`config.mk`:
```
export PLATFORM = sky130hd
export DESIGN_NAME = i2csf_top
export DESIGN_NICKNAME = d
export VERILOG_FILES = /design/src/i2csf_cond.v /design/src/i2csf_sync.v /design/src/i2csf_top.v
export VERILOG_INCLUDE_DIRS = /design/src /design/src/src
export SDC_FILE = /design/constraint.sdc
export NUM_CORES = 1
export LEC_CHECK = 0
export BUFFER_PORTS_ARGS = -buffer_cell sky130_fd_sc_hd__buf_2
export CAP_MARGIN = 20
export CORE_ASPECT_RATIO = 0.6
export CORE_MARGIN = 2
export CORE_UTILIZATION = 50
export DETAILED_ROUTE_END_ITERATION = 16
export HOLD_SLACK_MARGIN = 0.08
export PLACE_DENSITY_LB_ADDON = 0.2
export SETUP_SLACK_MARGIN = 0.15
export SLEW_MARGIN = 20
export SYNTH_ARGS = -nofsm -noshare
export SYNTH_HDL_FRONTEND = slang
export SYNTH_SLANG_ARGS = --single-unit
```
`constraint.sdc`:
```
create_clock -name clock -period 1.9 [get_ports clock]
set_input_delay 0.19 -clock clock [delete_from_list [all_inputs] [get_ports clock]]
set_output_delay 0.19 -clock clock [all_outputs]
set_load 0.03 [all_outputs]
```
`src/i2csf_defs.vh`:
```
// Constants of the I2C status-flag block: address, bit positions, resets.
// Assumes inclusion by every design file of the block, by bare name.
`ifndef I2CSF_DEFS_VH
`define I2CSF_DEFS_VH

////////////////////////////////////////////////////////////////////////////
// Register address and reset value
`define I2CSF_STATUS_ADDR   16'hffaa
`define I2CSF_STATUS_RESET  8'h00

////////////////////////////////////////////////////////////////////////////
// Status register bit positions
`define I2CSF_MSTS_BIT  7
`define I2CSF_ALD_BIT   6
`define I2CSF_EXC_BIT   5
`define I2CSF_COI_BIT   4
`define I2CSF_TRC_BIT   3
`define I2CSF_ACKD_BIT  2
`define I2CSF_STD_BIT   1
`define I2CSF_SPD_BIT   0

////////////////////////////////////////////////////////////////////////////
// Control register bit positions
`define I2CSF_CTL_EXIT_BIT    6
`define I2CSF_CTL_ENABLE_BIT  7

////////////////////////////////////////////////////////////////////////////
// Bus sequence and timing counts
`define I2CSF_ADDR_BIT_CNT  4'h8
`define I2CSF_ACK_BIT_CNT   4'h9
`define I2CSF_EXT_CODE_LO   4'h0
`define I2CSF_EXT_CODE_HI   4'hf
`define I2CSF_RD_WAIT_CYC   2'h1
`define I2CSF_SYNC_STAGES   2

`endif

```
`src/i2csf_cond.v`:
```
// Bus condition finder: clock edges, start and stop from synchronised pins.
// Assumes scl_s and sda_s are already synchronised to clock.
`timescale 1ns/1ns
`include "i2csf_defs.vh"

module i2csf_cond (
  input  wire clock,
  input  wire sys_rst,
  input  wire clk_en,
  input  wire scl_s,
  input  wire sda_s,
  output wire scl_rise,
  output wire scl_fall,
  output wire start_det,
  output wire stop_det
);

  reg scl_q;
  reg sda_q;

  ////////////////////////////////////////////////////////////////////////////
  // Previous levels for edge finding
  always @(posedge clock) begin
    if (sys_rst) begin
      scl_q <= 1'b1;
      sda_q <= 1'b1;
    end else if (clk_en) begin
      scl_q <= scl_s;
      sda_q <= sda_s;
    end
  end

  // Data moving while the clock is high marks start or stop
  assign scl_rise  = clk_en & scl_s & ~scl_q;
  assign scl_fall  = clk_en & ~scl_s & scl_q;
  assign start_det = clk_en & scl_s & scl_q & sda_q & ~sda_s;
  assign stop_det  = clk_en & scl_s & scl_q & ~sda_q & sda_s;

endmodule

```
`src/i2csf_sync.v`:
```
// Two-stage synchroniser for a group of pins from outside the clock domain.
// Assumes the pins are asynchronous levels; the first stage is read only by
// the second.
`timescale 1ns/1ns
`include "i2csf_defs.vh"

module i2csf_sync #(
  parameter WIDTH = 2
) (
  input  wire             clock,
  input  wire             sys_rst,
  input  wire             clk_en,
  input  wire [WIDTH-1:0] async_in,
  output wire [WIDTH-1:0] sync_out
);

  genvar g;

  ////////////////////////////////////////////////////////////////////////////
  // One synchroniser pair per bit, reset to released bus level
  generate
    for (g = 0; g < WIDTH; g = g + 1) begin : g_bit
      reg meta_q;
      reg stab_q;
      always @(posedge clock) begin
        if (sys_rst) begin
          meta_q <= 1'b1;
          stab_q <= 1'b1;
        end else if (clk_en) begin
          meta_q <= async_in[g];
          stab_q <= meta_q;
        end
      end
      assign sync_out[g] = stab_q;
    end
  endgenerate

endmodule

```
`src/i2csf_top.v`:
```
// I2C status-flag logic: eight bus flags gathered into one read-only status
// register, read by the CPU with two inserted wait cycles.
// Assumes the bus-driving and shift logic sit beside this block and report
// own start generation, wait release and serial output latch on clock.
//
// Functional notes
// - Reset clears every status bit to zero.
// - Each CPU status read inserts two wait cycles before data returns.
// - Bits high to low: master, arb, ext, match, dir, ack, start, stop.
// - Master-active sets when the device generates a start.
// - Master-active clears on stop, arb loss, exit, or enable falling.
// - Arbitration loss sets arb-lost and clears master-active together.
// - Arb-lost clears after status read, enable falling, and reset.
// - Arb-lost clears on a bit instruction aimed at another address.
// - Ext-code sets at eighth clock rise when address nibble is 0000/1111.
// - Ext-code clears on start, stop, exit, or enable falling.
// - Exit bit sits at control bit 6, enable bit at bit 7.
// - Match sets at eighth clock rise on own address; clears like ext-code.
// - Direction zero releases data; one drives latch from own start, or as slave from ninth clock fall.
`timescale 1ns/1ns
`include "i2csf_defs.vh"

module i2csf_top (
  input  wire        clock,
  input  wire        sys_rst,
  input  wire        clk_en,
  input  wire        scl_in,
  input  wire        sda_in,
  output wire        sda_out,
  output wire        sda_oe,
  input  wire [7:0]  i2c_control_register,
  input  wire        start_request_bit,
  input  wire [7:0]  own_slave_address_register,
  input  wire        start_generated,
  input  wire        wait_release,
  input  wire        serial_output_latch,
  input  wire [15:0] cpu_addr,
  input  wire        cpu_rd,
  input  wire        cpu_bitop,
  output wire        cpu_wait,
  output wire        cpu_rd_ack,
  output reg  [7:0]  cpu_rdata,
  output wire [7:0]  i2c_bus_status
);

  localparam ST_IDLE = 3'b001;
  localparam ST_WAIT = 3'b010;
  localparam ST_DONE = 3'b100;

  wire [1:0] pins_s;
  wire       scl_s;
  wire       sda_s;
  wire       scl_rise;
  wire       scl_fall;
  wire       start_det;
  wire       stop_det;
  wire       exit_communications_bit;
  wire       operation_enable_bit;
  wire       enable_fall;
  wire       clr_common;
  wire       addr_done;
  wire       ack_slot;
  wire [7:0] addr_byte;
  wire       arb_loss;
  wire       rd_hit;
  wire       rd_done;
  wire       bitop_other;

  reg        master_active_flag;
  reg        arbitration_lost_flag;
  reg        extension_code_flag;
  reg        address_match_flag;
  reg        transmit_direction_flag;
  reg        acknowledge_seen_flag;
  reg        start_seen_flag;
  reg        stop_seen_flag;
  reg        enable_q;
  reg [3:0]  bit_cnt_q;
  reg        first_byte_q;
  reg [6:0]  shift_q;
  reg        drive_en_q;
  reg [2:0]  rd_state_q;
  reg [2:0]  rd_state_d;
  reg [1:0]  wait_cnt_q;

  ////////////////////////////////////////////////////////////////////////////
  // Pin synchronisation and bus condition finding
  i2csf_sync #(
    .WIDTH    (2)
  ) u_sync (
    .clock    (clock),
    .sys_rst  (sys_rst),
    .clk_en   (clk_en),
    .async_in ({scl_in, sda_in}),
    .sync_out (pins_s)
  );

  assign scl_s = pins_s[1];
  assign sda_s = pins_s[0];

  i2csf_cond u_cond (
    .clock     (clock),
    .sys_rst   (sys_rst),
    .clk_en    (clk_en),
    .scl_s     (scl_s),
    .sda_s     (sda_s),
    .scl_rise  (scl_rise),
    .scl_fall  (scl_fall),
    .start_det (start_det),
    .stop_det  (stop_det)
  );

  ////////////////////////////////////////////////////////////////////////////
  // Control bits and operation-stop edge
  // control bit places
  assign exit_communications_bit =
    i2c_control_register[`I2CSF_CTL_EXIT_BIT];
  assign operation_enable_bit =
    i2c_control_register[`I2CSF_CTL_ENABLE_BIT];

  // Enable seen last cycle, for the falling edge
  always @(posedge clock) begin
    if (sys_rst) begin
      enable_q <= 1'b0;
    end else if (clk_en) begin
      enable_q <= operation_enable_bit;
    end
  end

  assign enable_fall = clk_en & enable_q & ~operation_enable_bit;
  assign clr_common  = (clk_en & exit_communications_bit) | enable_fall;

  ////////////////////////////////////////////////////////////////////////////
  // Bit counter and first-byte address capture
  always @(posedge clock) begin
    if (sys_rst) begin
      bit_cnt_q    <= 4'h0;
      first_byte_q <= 1'b0;
      shift_q      <= 7'h00;
    end else if (clk_en) begin
      if (start_det) begin
        bit_cnt_q    <= 4'h0;
        first_byte_q <= 1'b1;
      end else if (stop_det) begin
        bit_cnt_q    <= 4'h0;
        first_byte_q <= 1'b0;
      end else if (scl_rise) begin
        bit_cnt_q <= bit_cnt_q + 4'h1;
        shift_q   <= {shift_q[5:0], sda_s};
      end else if (scl_fall && bit_cnt_q == `I2CSF_ACK_BIT_CNT) begin
        bit_cnt_q    <= 4'h0;
        first_byte_q <= 1'b0;
      end
    end
  end

  // Eighth rise completes the address byte; ninth is the acknowledge slot
  assign addr_byte = {shift_q, sda_s};
  assign addr_done = scl_rise & first_byte_q &
                     (bit_cnt_q == `I2CSF_ADDR_BIT_CNT - 4'h1);
  assign ack_slot  = scl_rise & (bit_cnt_q == `I2CSF_ACK_BIT_CNT - 4'h1);

  // Own released high level pulled low by another master
  assign arb_loss = scl_rise & master_active_flag & drive_en_q &
                    serial_output_latch & ~sda_s;

  ////////////////////////////////////////////////////////////////////////////
  // Master-active and arbitration-lost flags
  // flags clear on reset
  always @(posedge clock) begin
    if (sys_rst) begin
      master_active_flag    <= 1'b0;
      arbitration_lost_flag <= 1'b0;
    end else if (clk_en) begin
      if (arb_loss) begin
        arbitration_lost_flag <= 1'b1;
      end else if (rd_done || enable_fall) begin
        arbitration_lost_flag <= 1'b0;
      end else if (bitop_other) begin
        arbitration_lost_flag <= 1'b0;
      end
      if (start_generated) begin
        master_active_flag <= 1'b1;
      end else if (stop_det || arb_loss || clr_common) begin
        master_active_flag <= 1'b0;
      end
    end
  end

  ////////////////////////////////////////////////////////////////////////////
  // Extension-code and address-match flags
  always @(posedge clock) begin
    if (sys_rst) begin
      extension_code_flag <= 1'b0;
      address_match_flag  <= 1'b0;
    end else if (clk_en) begin
      if (addr_done && (addr_byte[7:4] == `I2CSF_EXT_CODE_LO ||
                        addr_byte[7:4] == `I2CSF_EXT_CODE_HI)) begin
        extension_code_flag <= 1'b1;
      end else if (start_det || stop_det || clr_common) begin
        extension_code_flag <= 1'b0;
      end
      if (addr_done &&
          addr_byte[7:1] == own_slave_address_register[7:1]) begin
        address_match_flag <= 1'b1;
      end else if (start_det || stop_det || clr_common) begin
        address_match_flag <= 1'b0;
      end
    end
  end

  ////////////////////////////////////////////////////////////////////////////
  // Direction flag and data-line drive window
  always @(posedge clock) begin
    if (sys_rst) begin
      transmit_direction_flag <= 1'b0;
      drive_en_q              <= 1'b0;
    end else if (clk_en) begin
      if (start_generated) begin
        transmit_direction_flag <= 1'b1;
      end else if (addr_done && master_active_flag) begin
        transmit_direction_flag <= ~sda_s;
      end else if (addr_done && !master_active_flag) begin
        transmit_direction_flag <= sda_s;
      end else if (stop_det || clr_common || wait_release || arb_loss ||
                   (start_det && !master_active_flag)) begin
        transmit_direction_flag <= 1'b0;
      end
      if (start_generated) begin
        drive_en_q <= 1'b1;
      end else if (!transmit_direction_flag) begin
        drive_en_q <= 1'b0;
      end else if (scl_fall && first_byte_q &&
                   bit_cnt_q == `I2CSF_ACK_BIT_CNT) begin
        drive_en_q <= 1'b1;
      end
    end
  end

  assign sda_out = 1'b0;
  assign sda_oe  = transmit_direction_flag & drive_en_q &
                   ~serial_output_latch;

  ////////////////////////////////////////////////////////////////////////////
  // Acknowledge, start and stop flags
  always @(posedge clock) begin
    if (sys_rst) begin
      acknowledge_seen_flag <= 1'b0;
      start_seen_flag       <= 1'b0;
      stop_seen_flag        <= 1'b0;
    end else if (clk_en) begin
      if (ack_slot) begin
        acknowledge_seen_flag <= ~sda_s;
      end else if (start_det || stop_det || clr_common) begin
        acknowledge_seen_flag <= 1'b0;
      end
      if (start_det) begin
        start_seen_flag <= 1'b1;
      end else if (stop_det || clr_common) begin
        start_seen_flag <= 1'b0;
      end
      if (stop_det) begin
        stop_seen_flag <= 1'b1;
      end else if (start_det || enable_fall) begin
        stop_seen_flag <= 1'b0;
      end
    end
  end

  assign i2c_bus_status = {master_active_flag, arbitration_lost_flag,
                           extension_code_flag, address_match_flag,
                           transmit_direction_flag, acknowledge_seen_flag,
                           start_seen_flag, stop_seen_flag};

  ////////////////////////////////////////////////////////////////////////////
  // CPU read sequencer with inserted wait
  assign rd_hit      = cpu_rd & (cpu_addr == `I2CSF_STATUS_ADDR);
  assign bitop_other = cpu_bitop & (cpu_addr != `I2CSF_STATUS_ADDR);
  assign rd_done     = rd_state_q[2];
  assign cpu_wait    = rd_state_q[1];
  assign cpu_rd_ack  = rd_state_q[2];

  always @* begin
    rd_state_d = rd_state_q;
    case (rd_state_q)
      ST_IDLE: begin
        if (rd_hit) begin
          rd_state_d = ST_WAIT;
        end
      end
      ST_WAIT: begin
        if (wait_cnt_q == `I2CSF_RD_WAIT_CYC) begin
          rd_state_d = ST_DONE;
        end
      end
      ST_DONE: begin
        rd_state_d = ST_IDLE;
      end
      default: begin
        rd_state_d = ST_IDLE;
      end
    endcase
  end

  // State, wait count and returned data
  always @(posedge clock) begin
    if (sys_rst) begin
      rd_state_q <= ST_IDLE;
      wait_cnt_q <= 2'h0;
      cpu_rdata  <= `I2CSF_STATUS_RESET;
    end else if (clk_en) begin
      rd_state_q <= rd_state_d;
      if (rd_state_q == ST_WAIT) begin
        wait_cnt_q <= wait_cnt_q + 2'h1;
      end else begin
        wait_cnt_q <= 2'h0;
      end
      if (rd_state_q == ST_WAIT &&
          wait_cnt_q == `I2CSF_RD_WAIT_CYC) begin
        cpu_rdata <= i2c_bus_status;
      end
    end
  end

endmodule
```
==> results.json, run 1 <==
{
  "outcome": "finished clean",
  "required_ps": 2070,
  "drv_cap": 0,
  "worstSkewPairLatency_ps": 290,
  "ys_types": 46,
  "core_area_um2": 3701,
  "seq_area_frac_synth": 0.4213,
  "drt_iter0_markers": 61,
  "rows": 17,
  "io_buffers": 53,
  "cts_buffers": 5,
  "end_kind": "flop",
  "path_buf_inv": 0,
  "synth-simple-area-share": 0.2396,
  "grt_max_degree": 43,
  "antenna_found_initial": 0,
  "cpPeakStageDelay_ps": 500,
  "htreeDepth": 2,
  "path_cells": "or3b_1 -> nor2_4 -> mux2i_1 -> nor2_1",
  "design.portCount": 63,
  "post-dp-hpwl_um": 3035,
  "crit_fanout": 9,
  "via_per_inst": 5.239,
  "grt_pass1_vias": 1411,
  "synthMuxAreaShare": 0.04624,
  "synth_top_family_by_area": "simple AND/OR/NAND/NOR gates",
  "dr_total_vias": 1645,
  "grt_first_pass_wirelength_um": 6762,
  "wire_per_inst_um": 13.23,
  "synth_fp_nets": 268,
  "finalCriticalPeriod_ps": 1653,
  "area_delta_synth_final_pct": 17.02,
  "start_util": 0.5264,
  "final_cell_mix": "buf_2, dfxtp_1, nand2_1, a21oi_1, nor2_1",
  "cts_hold_buffers": 0,
  "synth_compound_area_frac": 0.1445,
  "final_antenna_net_count": 0,
  "cts.clk_slew.worst_paths_ps": 80,
  "tightest_slew_ps": 593.4,
  "syn-cell-area_um2": 1948,
  "synth_edf_count": 0,
  "first_pass_iters": 4,
  "fin_nets": 313,
  "p_leak_nw": 0.9630,
  "layout_commonest_cell": "buf_2",
  "hold_viol": 0,
  "hp-class": "in2reg",
  "grt-ovfl-total": 0,
  "setup_viol": 0,
  "finalCritPeriodShare": 0.8703,
  "skew_ps": 6.522,
  "yosys_warnings": 0,
  "root_buffer": "clkbuf_8",
  "cts_resized": 0,
  "syn_area_per_cell_um2": 8.815,
  "fin_setup_tns_ps": 0,
  "cts.sinks": 41,
  "netlist_instances": 221,
  "wirelength_um": 4155,
  "crit_type": "reg2reg",
  "cp-start-kind": "flop",
  "grt.total_usage": 0.1966,
  "rsz0062_at_grt": "false",
  "gp_congestion": 0.7771,
  "final_max_slew_viol_count": 0,
  "relSlewSlack": 0.6007,
  "drc": 0,
  "fmax_ghz": 0.6048,
  "cts_tree": "done",
  "dieArea_um2": 4428,
  "diodes": 0,
  "synthXorXnorAreaFrac": 0.04945,
  "ys_ff_latch": 41,
  "cp.arrival_ps": 1830,
  "die_h_um": 52.35,
  "cpMaxStageDelayCell": "or3b_1",
  "async_flop_share": 0,
  "fin_ws_ps": 246.5,
  "p_per_area_nw_per_um2": 708.5,
  "crit_family": "simple AND/OR/NAND/NOR gates",
  "synthAdderAreaFrac": 0.02569,
  "die_w_um": 84.59,
  "dpl_worst_slack_ps": 242.8,
  "cts.path.max_buffers": 2,
  "synth_ff_type": "dfxtp_1",
  "drive_gt1_frac": 0.2622,
  "peakVddDrop_mv": 0.5022,
  "r2r_slack_ps": 250
}
[final cells by class]
| cell class | instances | area, µm² |
|---|---|---|
| sequential | 41 | 820.8 |
| clock buffer | 5 | 68.82 |
| tap | 47 | 58.81 |
| inverter | 6 | 22.52 |
| fill | 340 | 1421 |
| timing repair buffer | 58 | 302.8 |
| clock inverter | 3 | 17.52 |
| multi-input combinational | 154 | 988.4 |
[timing repair]
| item | 4_1_cts | 5_1_grt |
|---|---|---|
| setup buffers | 0 | 0 |
| endpoints found under the hold margin | 0 | 0 |
| endpoints found under the setup margin | 0 | 3 |
[flip-flops by register name, indices dropped and copies added, names as in the netlist, 2 cells and up]
name	flops
bit_cnt_q	4
cpu_rdata	8
wait_cnt_q	2
shift_q	7
u_sync.g_bit.meta_q	2
rd_state_q	3
u_sync.g_bit.stab_q	2
[through the flow]
stage          hold WS (ps)  cells  utilization  power, mW  cell area [µm²]
2_1_floorplan         312.4    221            -      1.022             1948
3_3_place_gp          398.4    306       0.5926      1.078             2193
3_5_place_dp          403.3    306       0.5926      1.081             2193
4_1_cts               93.83    314       0.6160      1.637             2280
5_1_grt               100.6    314       0.6160      1.695             2280
6_report              103.6    314       0.6160      1.615             2280
[worst reg2reg max path, cell delays in order (launching register included)]
cell     delay (ps)
dfxtp_1         400
or3b_1          500
nor2_4          330
mux2i_1         250
nor2_1           60
[power breakdown]
group	internal, mW	switching, mW	total, mW
Sequential	0.877	0.0204	0.898
Combinational	0.0750	0.0889	0.164
Clock	0.253	0.300	0.553
Total	1.21	0.409	1.62
[routing by layer]
metal / share of wire / vias to the layer above / global-route usage
met4: 0.0046 / 0 / 0.04762
met3: 0.053 / 2 / 0.05512
met1: 0.54 / 754 / 0.2893
li1: - / 851 / -
met2: 0.41 / 38 / 0.2822
met5: 0 / - / 0
[path summary, 6_finish.rpt]
| kind | to | depth (start not counted) | from |
|---|---|---|---|
| worst min register to register | u_sync.g_bit[1].stab_q | 1 | u_sync.g_bit[1].meta_q |
| worst max-delay path | cpu_rdata[7] | 4 | rd_state_q[1] |
| worst max register to register | cpu_rdata[7] | 4 | rd_state_q[1] |
| worst min-delay path | u_sync.g_bit[1].meta_q | 2 | scl_in |
[cell families after synthesis]
logic type | after synthesis
compound gates | 44
xor+xnor | 11
fa+ha+maj | 4
buf+inv | 26
flops | 41
mux | 9
other cells | 1
simple gates | 85
[Yosys cell counts, types with 2 or more instances]
cell | n | area [µm²]
nor4_1 | 4 | 25.02
and3_1 | 3 | 18.77
nor3b_1 | 3 | 22.52
nand3_1 | 4 | 20.02
and3b_1 | 3 | 26.28
or2_1 | 2 | 12.51
inv_1 | 5 | 18.77
nand3b_1 | 2 | 15.01
nor3_1 | 3 | 15.01
dfxtp_1 | 41 | 820.8
buf_4 | 9 | 67.56
o21ai_1 | 2 | 10.01
nand4_1 | 3 | 18.77
ha_1 | 4 | 50.05
a21oi_1 | 23 | 115.1
clkbuf_1 | 10 | 37.54
o22ai_1 | 2 | 12.51
o21ai_0 | 2 | 10.01
a211o_1 | 6 | 52.55
nand2_1 | 25 | 93.84
xor2_1 | 11 | 96.34
nor2b_1 | 6 | 37.54
nand4bb_1 | 2 | 22.52
mux2i_1 | 9 | 90.09
nor2_1 | 16 | 60.06
No activity file was read; power rests on OpenSTA's default activity.
==> inputs of run 2 (changes only) <==
CELL_PAD_IN_SITES_DETAIL_PLACEMENT = 0   (was unset)
CELL_PAD_IN_SITES_GLOBAL_PLACEMENT = 1   (was unset)
CORE_UTILIZATION = 37   (was 50)
==> results.json, run 2 (synthesis gave the netlist of run 1 again) <==
{
  "first_pass_iters": 4,
  "hold_viol": 0,
  "cts.clk_slew.worst_paths_ps": 90,
  "die_w_um": 97.68,
  "final_cell_mix": "buf_2, dfxtp_1, nand2_1, a21oi_1, nor2_1",
  "start_util": 0.3854,
  "end_kind": "flop",
  "grt.total_usage": 0.1557,
  "top_regs": "cpu_rdata (8), shift_q (7), bit_cnt_q (4)",
  "regMostFlops": "cpu_rdata",
  "cts_tree": "done",
  "cp-start-kind": "flop",
  "io_buffers": 53,
  "layout_commonest_cell": "buf_2",
  "cts_buffers": 5,
  "final_antenna_net_count": 0,
  "diodes": 0,
  "cts.sinks": 41,
  "htreeDepth": 2,
  "crit_fanout": 9,
  "place_area_um2": 2232,
  "wire_per_inst_um": 12.58,
  "grt_pass1_vias": 1515,
  "cts.path.max_buffers": 2,
  "skew_ps": 12.25,
  "core_area_um2": 5055,
  "worstSkewPairLatency_ps": 300,
  "cts_hold_buffers": 0,
  "required_ps": 2070,
  "fin_setup_tns_ps": 0,
  "die_h_um": 60.21,
  "dr_total_vias": 1618,
  "dieArea_um2": 5881,
  "antenna_found_initial": 0,
  "rows": 20,
  "hp-class": "in2reg",
  "design.portCount": 63,
  "postCtsSetupBuffers": 0,
  "cts_resized": 0,
  "grt_first_pass_wirelength_um": 7176,
  "area_delta_synth_final_pct": 20.75,
  "grt-ovfl-total": 0,
  "grt_max_degree": 43,
  "via_per_inst": 4.830,
  "wirelength_um": 4214,
  "p_leak_nw": 0.9868,
  "fin_nets": 315,
  "finalCritPeriodShare": 0.8488,
  "p_per_area_nw_per_um2": 764.4,
  "drt_iter0_markers": 44,
  "hold_depth": 2,
  "final_max_slew_viol_count": 0,
  "rsz0062_at_grt": "false",
  "outcome": "finished clean",
  "largest_reg_flops": 8,
  "post-dp-hpwl_um": 3130,
  "crit_type": "reg2reg",
  "peakVddDrop_mv": 0.3624,
  "cp.arrival_ps": 1790,
  "drc": 0,
  "whs_ps": 104.0,
  "setup_viol": 0,
  "r2r_cells": 4,
  "drv_cap": 0,
  "drive_gt1_frac": 0.2677,
  "root_buffer": "clkbuf_8",
  "fmax_ghz": 0.6201,
  "finalCriticalPeriod_ps": 1613,
  "gp_congestion": 0.7080,
  "final_area_um2": 2352
}
run 2: cell types whose count changed in the layout (fill, tap and decap cells not counted):
cell       change
buf_4          +2
clkbuf_8       +1
bufinv_16      +1
clkinv_2       -2
run 2: cell type report:
type,instances,area (µm²)
multi-input combinational,154,988.4
clock buffer,6,82.58
sequential,41,820.8
tap,66,82.58
fill,515,2703
clock inverter,2,37.54
timing repair buffer,60,317.8
inverter,6,22.52
run 2: power by group:
part           switching [mW]  internal [mW]
Sequential             0.0208          0.878
Combinational          0.0885         0.0763
Clock                   0.308          0.427
run 2: worst paths after layout:
| kind | start | end | slack, ps |
|---|---|---|---|
| max | rd_state_q[1] | cpu_rdata[3] | 290 |
| min | scl_in | u_sync.g_bit[1].meta_q | 100 |
| max reg2reg | rd_state_q[1] | cpu_rdata[3] | 290 |
| min reg2reg | u_sync.g_bit[1].meta_q | u_sync.g_bit[1].stab_q | 460 |
run 2: per-stage QoR:
step,setup WS [ps],util,cells,power (mW)
floorplan,198.3,-,221,1.022
global placement,292.1,0.4416,327,1.084
detailed placement,292.4,0.4416,327,1.084
CTS,287.6,0.4653,335,1.823
global route,152.1,0.4653,335,1.882
finish,287.2,0.4653,335,1.798
run 2: metal layers:
layer | global-route usage | part of all wire | vias up
met5 | 0 | 0 | -
met4 | 0.04762 | 0.0050 | 0
met3 | 0.04561 | 0.046 | 2
met2 | 0.2227 | 0.39 | 29
met1 | 0.2256 | 0.56 | 733
li1 | - | - | 854
run 2: worst max-delay path, cell delays in order, from the launching register on:
cell     delay [ps]
dfxtp_1         400
or3b_1          470
nor2_4          330
mux2i_1         230
nor2_1           50
==> inputs of run 3 (changes only) <==
CORE_UTILIZATION = 33   (was 37)
clock period = 1.3 ns   (was 1.9 ns; I/O delays follow)
==> results.json, run 3 (synthesis gave the netlist of run 1 again) <==
{
  "outcome": "finished with violations",
  "violations": "setup timing",
  "drive_gt1_frac": 0.4610,
  "diodes": 0,
  "pwr-share-seq": 0.525,
  "gp_congestion": 0.7691,
  "p_per_area_nw_per_um2": 893.7,
  "cp.arrival_ps": 1650,
  "top_regs": "cpu_rdata (8), shift_q (7), bit_cnt_q (4)",
  "cts_buffers": 5,
  "grt_max_degree": 43,
  "rr_startpoint": "enable_q",
  "cp-startpoint": "enable_q",
  "wirelength_um": 4952,
  "fin_util": 0.4951,
  "rows": 21,
  "endpoint": "transmit_direction_flag",
  "final_cells": 375,
  "clkPwrFrac": 0.342,
  "fmax_ghz": 0.7029,
  "multiInputGateArea_um2": 1166,
  "final_antenna_net_count": 0,
  "combPwrFrac": 0.132,
  "setup_viol": 12,
  "grt.total_usage": 0.1633,
  "dpl_worst_slack_ps": -176.6,
  "cpMaxStageDelayCell": "o32a_1",
  "final_max_slew_viol_count": 0,
  "root_buffer": "clkbuf_8",
  "final_cell_mix": "buf_2, dfxtp_1, buf_4, nand2_1, a21oi_1",
  "largest_reg_flops": 8,
  "cpPeakStageDelay_ps": 330,
  "area_delta_synth_final_pct": 42.90,
  "met2_usage": 0.2248,
  "cp-start-kind": "flop",
  "htreeDepth": 2,
  "drv_cap": 0,
  "power.switching_uw": 674.0,
  "hp-class": "in2reg",
  "global_route.usage.met1": 0.2349,
  "crit_fanout": 2,
  "power_mw": 2.488,
  "fin_setup_tns_ps": -678.0,
  "p_sw_frac": 0.2709,
  "drt_iter0_markers": 60,
  "r2r-end": "transmit_direction_flag",
  "drc": 0,
  "peakVddDrop_mv": 0.4626,
  "dr_total_vias": 1747,
  "worstSkewPairLatency_ps": 300,
  "regMostFlops": "cpu_rdata",
  "core_area_um2": 5623,
  "fin_ws_ps": -122.7,
  "skew_ps": 6.906,
  "post-dp-hpwl_um": 3513,
  "antenna_found_initial": 0,
  "io_buffers": 53,
  "cts.sinks": 41,
  "p_leak_nw": 1.161,
  "grt_first_pass_wirelength_um": 8114,
  "path_cells": "and3b_4 -> or3_1 -> o32a_1 -> o32ai_2",
  "dieArea_um2": 6554,
  "start_util": 0.3465,
  "die_w_um": 103.2,
  "design.portCount": 63,
  "die_h_um": 63.52,
  "via_per_inst": 4.659,
  "end_kind": "flop",
  "p_int_mw": 1.814,
  "met3_usage": 0.06326,
  "dp.cells": 362,
  "finalCriticalPeriod_ps": 1423,
  "cts.path.max_buffers": 2,
  "fillers": 571,
  "r2r_cells": 4,
  "hold_viol": 0,
  "grt-ovfl-total": 0,
  "grt-busiest-layer": "met1",
  "layout_commonest_cell": "buf_2",
  "rsz0062_at_grt": "true",
  "first_pass_iters": 4,
  "cts_tree": "done",
  "cts.clk_slew.worst_paths_ps": 80,
  "r2r_slack_ps": -120,
  "crit_type": "reg2reg",
  "seq_area_um2": 842.1,
  "wire_per_inst_um": 13.21,
  "fin_nets": 341,
  "finalCritPeriodShare": 1.094,
  "required_ps": 1520,
  "grt_pass1_vias": 1681
}
[run 3: metrics by stage]
stage / hold slack, ps / cell area (µm²)
final: 81.77 / 2784
after detailed placement: 346.3 / 2447
after CTS: 82.26 / 2701
after global placement: 343.1 / 2447
after global routing: 116.4 / 2784
after floorplan: 252.4 / 1997
[run 3: worst max-delay path: cells and delay by family, from the launching register on]
kind | cells | cell delay (ps)
simple gates | 2 | 470
compound gates | 2 | 570
flops | 1 | 310
[run 3: cell type report]
| type | instances | share of cell area |
|---|---|---|
| inverters | 6 | 0.008090 |
| repair buffers | 86 | 0.2036 |
| well taps | 80 | 0.03596 |
| multi-input cells | 154 | 0.4189 |
| clock inverters | 3 | 0.006292 |
| clock buffers | 5 | 0.02472 |
| flip-flops and latches | 41 | 0.3025 |
[run 3: worst min-delay path by stage]
| stage | from | endpoint | slack, ps | cells past startpoint |
|---|---|---|---|---|
| final | i2c_control_register[7] | enable_q | 80 | 3 |
| after global routing | i2c_control_register[7] | enable_q | 120 | 3 |
| after CTS | i2c_control_register[7] | enable_q | 80 | 3 |
| after detailed placement | sda_in | u_sync.g_bit[0].meta_q | 350 | 2 |
| after global placement | scl_in | u_sync.g_bit[1].meta_q | 340 | 2 |
| after floorplan | sda_in | u_sync.g_bit[0].meta_q | 250 | 1 |
[run 3: per-layer routing]
| layer | up-vias | wire (µm) |
|---|---|---|
| li1 | 910 | - |
| met2 | 29 | 1981 |
| met5 | - | 0 |
| met3 | 5 | 221 |
| met1 | 803 | 2704 |
| met4 | 0 | 44 |
[run 3: what timing repair did]
| action | in CTS | in global routing |
|---|---|---|
| pin swaps | 13 | 9 |
| resized for setup | 29 | 25 |
| setup buffers | 3 | 0 |
| hold endpoints to repair | 2 | 0 |
| endpoints found under the setup margin | 26 | 35 |
| hold buffers | 2 | 0 |
[run 3: power groups by stage]
| stage | clock network, mW | registers [mW] | logic, mW |
|---|---|---|---|
| floorplan | 0 | 1.33 | 0.177 |
| global placement | 0 | 1.34 | 0.294 |
| detailed placement | 0 | 1.34 | 0.296 |
| CTS | 0.872 | 1.31 | 0.317 |
| global route | 0.921 | 1.31 | 0.360 |
| finish | 0.852 | 1.31 | 0.329 |
